**config.mk**
```make
export PLATFORM = sky130hd
export DESIGN_NAME = rgcr_regs
export DESIGN_NICKNAME = d
export VERILOG_FILES = /design/src/rgcr_pkg.sv /design/src/rgcr_gpi_edge.sv /design/src/rgcr_regs.sv
export SDC_FILE = /design/constraint.sdc
export NUM_CORES = 1
export LEC_CHECK = 0
export BUFFER_PORTS_ARGS = -buffer_cell sky130_fd_sc_hd__buf_2
export CAP_MARGIN = 20
export CORE_AREA = 8 8 65 109
export CTS_BUF_LIST = sky130_fd_sc_hd__clkbuf_16
export DETAILED_ROUTE_END_ITERATION = 10
export DIE_AREA = 0 0 73 117
export GPL_ROUTABILITY_DRIVEN = 0
export GPL_TIMING_DRIVEN = 0
export PLACE_DENSITY_LB_ADDON = 0.1
export SLEW_MARGIN = 20
export SYNTH_ARGS = -nofsm -noshare
export SYNTH_HDL_FRONTEND = slang
export SYNTH_SLANG_ARGS = --single-unit
```
**constraint.sdc**
```tcl
create_clock -name clock -period 3.9 [get_ports clock]
set_input_delay 0.585 -clock clock [delete_from_list [all_inputs] [get_ports clock]]
set_output_delay 0.585 -clock clock [all_outputs]
set_load 0.01 [all_outputs]
```
**src/rgcr_pkg.sv**
```systemverilog
// Purpose: constants and types for the regulator control register bank
// Assumes: byte-wide register port, 9-bit register address
// Notes: reset values of the registers are neutral parameters of the top
package rgcr_pkg;
	localparam int ADDR_W = 9;
	localparam int DATA_W = 8;
	localparam logic [8:0] OFS_REG2_CTRL = 9'h027;
	localparam logic [8:0] OFS_REG3_CTRL = 9'h028;
	localparam logic [8:0] OFS_REG4_CTRL = 9'h029;
	localparam logic [8:0] OFS_VSET_SEL = 9'h032;
	// regulator control field positions
	localparam int BIT_ON = 0;
	localparam int BIT_EN_SEL_LO = 1;
	localparam int BIT_PD_OFF = 3;
	localparam int BIT_V_SEL_LO = 5;
	localparam int BIT_DEF_SEQ = 7;
	localparam logic [7:0] CTRL_WMASK = 8'hef;
	localparam logic [7:0] VSET_WMASK = 8'hfd;
	// voltage-select bit positions for the three regulators handled here
	localparam int VSEL_REG2 = 5;
	localparam int NUM_REG = 3;
	localparam logic [1:0] SEL_SEQUENCER = 2'h0;
	localparam int NUM_GPI = 3;

	typedef struct packed {
		logic default_or_sequenced;
		logic [1:0] voltage_input_sel;
		logic reserved;
		logic pulldown_off;
		logic [1:0] enable_input_sel;
		logic on;
	} rgcr_ctrl_t;

	typedef struct packed {
		logic wr;
		logic rd;
		logic [8:0] addr;
		logic [7:0] wdata;
	} rgcr_req_t;
endpackage : rgcr_pkg

```
**src/rgcr_gpi_edge.sv**
```systemverilog
// Purpose: synchronise one general-purpose input and flag its edges
// Assumes: input is asynchronous to clock
// Notes: three stages; a change counts when stages two and three agree
`timescale 1ns/10ps
`default_nettype none
module rgcr_gpi_edge (
	// clock and reset
	input wire logic clock,
	input wire logic resetn,
	// pin
	input wire logic pin,
	// edge flags
	output logic rise,
	output logic fall
);
	logic [2:0] sync;
	logic level;
	logic [2:0] next_sync;
	logic next_level;

	always_comb begin
		next_sync = {sync[1:0], pin};
		next_level = level;
		if (sync[1] == sync[2])
			next_level = sync[2];
	end

	always_ff @(posedge clock or negedge resetn) begin
		if (!resetn) begin
			sync <= 3'h0;
			level <= 1'b0;
		end else begin
			sync <= next_sync;
			level <= next_level;
		end
	end

	assign rise = next_level & ~level;
	assign fall = ~next_level & level;
endmodule : rgcr_gpi_edge
`default_nettype wire

```
**src/rgcr_regs.sv**
```systemverilog
// Purpose: control registers for regulators 2..4 and the shared voltage-set select
// Assumes: host port gives one-cycle read/write strobes on the register clock
// Notes: input edges and host writes land in the same bits; host write wins
`timescale 1ns/10ps
`default_nettype none
// Summary of operation
// - bits 6:5 pick the voltage-switching input: 00 sequencer, 01..11 inputs one..three.
// - selected input rising chooses set A, falling chooses set B.
// - bits 2:1 pick enabling input; rising enables, falling disables, 00 sequencer.
// - bit 0 disables (0) or enables (1) the regulator, subject to priority order.
// - bit 7 marks the regulator default supply or sequenced and on in low power.
// - bit 3 decides whether the pull-down stays engaged while the regulator is off.
// - select register holds one A/B bit per supply; 0 means A, 1 means B.
module rgcr_regs #(
	parameter logic [7:0] CTRL_RESET = 8'h00,
	parameter logic [7:0] VSET_RESET = 8'h00
) (
	// clock and reset
	input wire logic clock,
	input wire logic resetn,
	// host register port
	input wire logic host_wr,
	input wire logic host_rd,
	input wire logic [8:0] host_addr,
	input wire logic [7:0] host_wdata,
	output logic [7:0] host_rdata,
	output logic host_rvalid,
	// general-purpose inputs
	input wire logic general_input_one,
	input wire logic general_input_two,
	input wire logic general_input_three,
	// regulator controls to the sequencer and analog
	output logic [2:0] reg_on,
	output logic [2:0] reg_default_or_sequenced,
	output logic [2:0] reg_pulldown_off,
	output logic [2:0] reg_enable_seq_ctrl,
	output logic [2:0] reg_voltage_seq_ctrl,
	output logic [7:0] voltage_set_b
);
	localparam rgcr_pkg::rgcr_ctrl_t CTRL_INIT = CTRL_RESET & rgcr_pkg::CTRL_WMASK;
	localparam logic [7:0] VSET_INIT = VSET_RESET & rgcr_pkg::VSET_WMASK;
	localparam logic EN_SEQ_INIT = CTRL_INIT.enable_input_sel == rgcr_pkg::SEL_SEQUENCER;
	localparam logic V_SEQ_INIT = CTRL_INIT.voltage_input_sel == rgcr_pkg::SEL_SEQUENCER;

	// register state
	rgcr_pkg::rgcr_ctrl_t ctrl [rgcr_pkg::NUM_REG];
	rgcr_pkg::rgcr_ctrl_t next_ctrl [rgcr_pkg::NUM_REG];
	logic [7:0] vset;
	logic [7:0] next_vset;
	// read port state
	logic [7:0] rdata;
	logic [7:0] next_rdata;
	logic rvalid;
	logic next_rvalid;
	// registered decodes of the input-select fields
	logic [rgcr_pkg::NUM_REG-1:0] en_seq;
	logic [rgcr_pkg::NUM_REG-1:0] next_en_seq;
	logic [rgcr_pkg::NUM_REG-1:0] v_seq;
	logic [rgcr_pkg::NUM_REG-1:0] next_v_seq;
	// synchronised input edges
	logic [rgcr_pkg::NUM_GPI-1:0] gpi_pins;
	logic [rgcr_pkg::NUM_GPI-1:0] gpi_rise;
	logic [rgcr_pkg::NUM_GPI-1:0] gpi_fall;
	// per-regulator events taken from the selected input
	logic [rgcr_pkg::NUM_REG-1:0] en_rise;
	logic [rgcr_pkg::NUM_REG-1:0] en_fall;
	logic [rgcr_pkg::NUM_REG-1:0] v_rise;
	logic [rgcr_pkg::NUM_REG-1:0] v_fall;
	// host address hits
	logic [rgcr_pkg::NUM_REG-1:0] ctrl_addr_hit;
	logic [rgcr_pkg::NUM_REG-1:0] ctrl_wr_hit;
	logic vset_addr_hit;
	logic vset_wr_hit;
	rgcr_pkg::rgcr_req_t req;

	assign gpi_pins = {general_input_three, general_input_two, general_input_one};
	assign req = '{wr: host_wr, rd: host_rd, addr: host_addr, wdata: host_wdata};

	genvar g;
	generate
		for (g = 0; g < rgcr_pkg::NUM_GPI; g++) begin : gen_gpi
			rgcr_gpi_edge u_edge (
				.clock(clock),
				.resetn(resetn),
				.pin(gpi_pins[g]),
				.rise(gpi_rise[g]),
				.fall(gpi_fall[g])
			);
		end
	endgenerate

	function automatic logic [8:0] ctrl_ofs(input int idx);
		logic [8:0] r;
		r = rgcr_pkg::OFS_REG2_CTRL;
		if (idx == 1)
			r = rgcr_pkg::OFS_REG3_CTRL;
		if (idx == 2)
			r = rgcr_pkg::OFS_REG4_CTRL;
		return r;
	endfunction : ctrl_ofs

	// selected input edges; code 00 leaves the field to the sequencer
	function automatic logic sel_edge(input logic [1:0] sel, input logic [2:0] edges);
		logic r;
		r = 1'b0;
		if (sel != rgcr_pkg::SEL_SEQUENCER)
			r = edges[sel - 2'h1];
		return r;
	endfunction : sel_edge

	// address decode shared by the write and read paths
	always_comb begin
		for (int i = 0; i < rgcr_pkg::NUM_REG; i++) begin
			ctrl_addr_hit[i] = req.addr == ctrl_ofs(i);
			ctrl_wr_hit[i] = req.wr && ctrl_addr_hit[i];
		end
		vset_addr_hit = req.addr == rgcr_pkg::OFS_VSET_SEL;
		vset_wr_hit = req.wr && vset_addr_hit;
	end

	// each regulator listens only to the input its select field names
	always_comb begin
		for (int i = 0; i < rgcr_pkg::NUM_REG; i++) begin
			en_rise[i] = sel_edge(ctrl[i].enable_input_sel, gpi_rise);
			en_fall[i] = sel_edge(ctrl[i].enable_input_sel, gpi_fall);
			v_rise[i] = sel_edge(ctrl[i].voltage_input_sel, gpi_rise);
			v_fall[i] = sel_edge(ctrl[i].voltage_input_sel, gpi_fall);
		end
	end

	// host write wins over an input edge in the same cycle
	always_comb begin
		for (int i = 0; i < rgcr_pkg::NUM_REG; i++) begin
			next_ctrl[i] = ctrl[i];
			if (en_rise[i])
				next_ctrl[i].on = 1'b1;
			else if (en_fall[i])
				next_ctrl[i].on = 1'b0;
			if (ctrl_wr_hit[i])
				next_ctrl[i] = req.wdata & rgcr_pkg::CTRL_WMASK;
		end
	end

	// select bits of regulators 2..4 follow their inputs; the others only the host
	always_comb begin
		next_vset = vset;
		for (int i = 0; i < rgcr_pkg::NUM_REG; i++) begin
			if (v_rise[i])
				next_vset[rgcr_pkg::VSEL_REG2 + i] = 1'b0;
			else if (v_fall[i])
				next_vset[rgcr_pkg::VSEL_REG2 + i] = 1'b1;
		end
		if (vset_wr_hit)
			next_vset = req.wdata & rgcr_pkg::VSET_WMASK;
	end

	// decodes taken from the next field values so they move with the field
	always_comb begin
		for (int i = 0; i < rgcr_pkg::NUM_REG; i++) begin
			next_en_seq[i] = next_ctrl[i].enable_input_sel == rgcr_pkg::SEL_SEQUENCER;
			next_v_seq[i] = next_ctrl[i].voltage_input_sel == rgcr_pkg::SEL_SEQUENCER;
		end
	end

	// read data holds until the next read; unmapped addresses read zero
	always_comb begin
		next_rvalid = req.rd;
		next_rdata = rdata;
		if (req.rd) begin
			next_rdata = 8'h00;
			for (int i = 0; i < rgcr_pkg::NUM_REG; i++) begin
				if (ctrl_addr_hit[i])
					next_rdata = ctrl[i] & rgcr_pkg::CTRL_WMASK;
			end
			if (vset_addr_hit)
				next_rdata = vset & rgcr_pkg::VSET_WMASK;
		end
	end

	always_ff @(posedge clock or negedge resetn) begin
		if (!resetn) begin
			for (int i = 0; i < rgcr_pkg::NUM_REG; i++) begin
				ctrl[i] <= CTRL_INIT;
			end
			en_seq <= {rgcr_pkg::NUM_REG{EN_SEQ_INIT}};
			v_seq <= {rgcr_pkg::NUM_REG{V_SEQ_INIT}};
		end else begin
			for (int i = 0; i < rgcr_pkg::NUM_REG; i++) begin
				ctrl[i] <= next_ctrl[i];
			end
			en_seq <= next_en_seq;
			v_seq <= next_v_seq;
		end
	end

	always_ff @(posedge clock or negedge resetn) begin
		if (!resetn)
			vset <= VSET_INIT;
		else
			vset <= next_vset;
	end

	always_ff @(posedge clock or negedge resetn) begin
		if (!resetn) begin
			rdata <= 8'h00;
			rvalid <= 1'b0;
		end else begin
			rdata <= next_rdata;
			rvalid <= next_rvalid;
		end
	end

	// outputs straight from the flops; priority ordering lives in the sequencer
	always_comb begin
		for (int i = 0; i < rgcr_pkg::NUM_REG; i++) begin
			reg_on[i] = ctrl[i].on;
			reg_default_or_sequenced[i] = ctrl[i].default_or_sequenced;
			reg_pulldown_off[i] = ctrl[i].pulldown_off;
		end
	end
	assign reg_enable_seq_ctrl = en_seq;
	assign reg_voltage_seq_ctrl = v_seq;
	assign voltage_set_b = vset;
	assign host_rdata = rdata;
	assign host_rvalid = rvalid;
endmodule : rgcr_regs
`default_nettype wire

```
==> metrics <==
Adder-Cell Fraction of Synth Area 0.0319; final setup violation count 0; antenna viol nets, final 0; fin crit period 2290 ps; #FFs+latches synth 55; Net Count, Synth 322; routed wire length 7570 um; Die H 117 um; status completed; Synth Instances 292; TritonCTS Sinks 55; routed len/inst 17.5 um; global-route wire length before repair 12300 um; initial drt markers 131; ranking of synthesized cells by area dfrtp_1 41%, dfstp_2 5.3%, o21ai_0 4.9%; initial antenna violation count 0; worst-skew pair later-pin latency 290 ps; Top Layer Used met4; Max VDD drop 0.251 mV; pwr dens 371 mW/mm2; top-area cell type share of the netlist area 0.411; Worst Setup SP host_addr[2]; vias per cell 5.60; Core Box Area 0.00569 mm2; Post-Synthesis Cell Area 0.00298 mm2; EDFF count, synth 0; Seq pwr share 0.482; Total GRT Usage 0.188; area grow syn2layout 17.9%; CTS tree built; Hold Vio Cnt, Final 0; Hold Buf Count CTS 0; Critical Path End Type flop; Placed Area 0.00335 mm2; Synth top cells by count 49 x dfrtp_1, 29 x o21ai_0, 22 x nand2_1; Netlist cell types 49; Final Max Tran Viols 0; r2r startpoint gen_gpi[1].u_edge.sync[1]$_DFF_PN0_; min-delay worst type in2async; switching power 325 uW; Chip Width 73 um; Synth Area in Compound Gates 0.168; Pre-Repair DR Iteration Count 4; Cell Int Power 979 uW; cell with the most instances after synthesis dfrtp_1; RSZ-0062 raised after global routing false; largest net degree at the start of global routing 56; post-CTS setup buffer count 0; register area 0.00138 mm2; post-synthesis mux area share 0.0545; ANT cells 0; Post-Route Setup TNS 0 ps; Slew @ Worst Pin 972 ps; Crit Path Max Fanout 10; I/O pin cnt 56; die area 0.00854 mm2; CTS H-tree depth 2; final worst-path cycle share 0.587; Yosys top cell by area dfrtp_1; Critical Path RT 4050 ps; area of the multi-input gates 0.00139 mm2; Filler cells 515; fmax 437 MHz; Max Cap Viol 0; DRT met1 WL 3060 um; sequential fraction of the synthesis area 0.464; Initial Util 0.524; hold slack 313 ps; Async S/R FF share, synth 1.00; clock share of power 0.383; vias in the first global route 2487; top_reg_cell synth dfrtp_1; drt drc 0; Final Skew 5.03 ps; Setup CP Type in2reg; DR vias 2421; CTS buffer count 5; Met3 Wirelength 344 um; fraction of synthesized cell area in xor and xnor cells 0; Total Power 1300 uW; normalized max-slew margin 0.351; met2 wire length 3910 um; fin area 0.00352 mm2; largest family of logic cells by synthesized area simple AND/OR/NAND/NOR gates; crit path launch type input port; CTS max path bufs 2; CTS root buf clkbuf_16; Post-Synth Simple-Gate Area 0.210; Synth warnings 0; crit path DAT 2440 ps; Clock Pin Slew Worst Setup and Hold Paths 70 ps; nets@finish 383; share of cells above drive strength 1 0.282; grt total ovfl 0; CTS resizes 0; Combinational Power Share 0.135; Sw Share 0.249; post-DP HPWL 5690 um; average size of a mapped cell 10.2 um2; Row Count 37; Buffers on Ports 54; Pleak 0.00165 uW
[sequential cells by signal, indices dropped and copies added (netlist names)]
register and flops:
reg_pulldown_off 3, host_rvalid 1, gen_gpi.u_edge.sync 9, voltage_set_b 7, host_rdata 8, reg_enable_seq_ctrl 3
reg_default_or_sequenced 3, gen_gpi.u_edge.level 3, reg_voltage_seq_ctrl 3, reg_on 3, ctrl 12
[layer usage]
metal,vias to the layer above,GRT usage
met3,14,0.0375
met2,55,0.333
met4,0,0.108
li1,1189,-
met5,-,0
met1,1163,0.202
[path summary, 6_finish.rpt]
| path | end | slack, ps | cells after the start |
|---|---|---|---|
| max | reg_on[1]$_DFFE_PN0P_ | 1610 | 6 |
| min | voltage_set_b[3]$_DFFE_PN0P_ | 310 | 1 |
| max reg2reg | voltage_set_b[5]$_DFFE_PN0P_ | 2060 | 4 |
| min reg2reg | gen_gpi[0].u_edge.sync[1]$_DFF_PN0_ | 350 | 0 |
| max in group asynchronous | ctrl[1]$_DFF_PN0_ | 3080 | 1 |
| min in group clock | gen_gpi[0].u_edge.sync[1]$_DFF_PN0_ | 350 | 0 |
[power groups by stage]
stage               clock [uW]  sequential, uW  combinational, uW
floorplan                    0             635                103
global placement             0             637                174
detailed placement           0             638                176
CTS                        517             627                178
global route               531             632                196
finish                     499             628                176
[final cells by class]
cell class,count,area share
Buffer,24,0.0388
Clock buffer,5,0.0356
Clock inverter,3,0.0110
Inverter,20,0.0213
Multi-Input combinational cell,193,0.395
Sequential cell,55,0.393
Tap cell,78,0.0277
Timing Repair Buffer,54,0.0775
[placed cells by master (no fill, tap or decap), types with 4 or more instances in the layout]
master,netlist,layout
buf_4,10,11
a21oi_1,20,20
nand2_1,22,22
clkbuf_16,0,5
nand3_1,5,5
inv_1,20,20
mux2_2,10,10
ha_1,6,6
dfrtp_1,49,49
nor3b_1,5,5
nor4bb_1,10,10
nor4b_1,8,8
a31oi_1,6,6
nor2_1,6,6
nor2b_1,4,4
dfstp_2,6,6
a22oi_1,6,6
mux2i_1,5,5
o31ai_1,4,4
clkbuf_1,11,11
o21ai_0,29,29
buf_2,1,54
and4b_1,6,6
[logic make-up (layout without fill, tap and decap cells)]
logic type / after synthesis / after routing
AO/OA/AOI/OAI: 82 / 82
buffers and inverters: 44 / 106
flip-flops: 55 / 55
AND/OR/NAND/NOR: 87 / 87
other: 1 / 1
adder cells (fa/ha/maj): 8 / 8
multiplexers: 15 / 15
[per-stage QoR]
step	std cells	util	setup WS, ps
2_1_floorplan	292	-	1840
3_3_place_gp	424	0.589	1370
3_5_place_dp	424	0.589	1340
4_1_cts	432	0.618	1640
5_1_grt	432	0.618	1460
6_report	432	0.618	1610
[worst max-delay path, stage by stage]
cell and delay (ps):
buf_2 140, nor4b_4 600, nand4b_1 510, clkbuf_1 400, nor2_1 160, a31oi_1 50
Note: power is estimated with default switching activity, not from simulation.
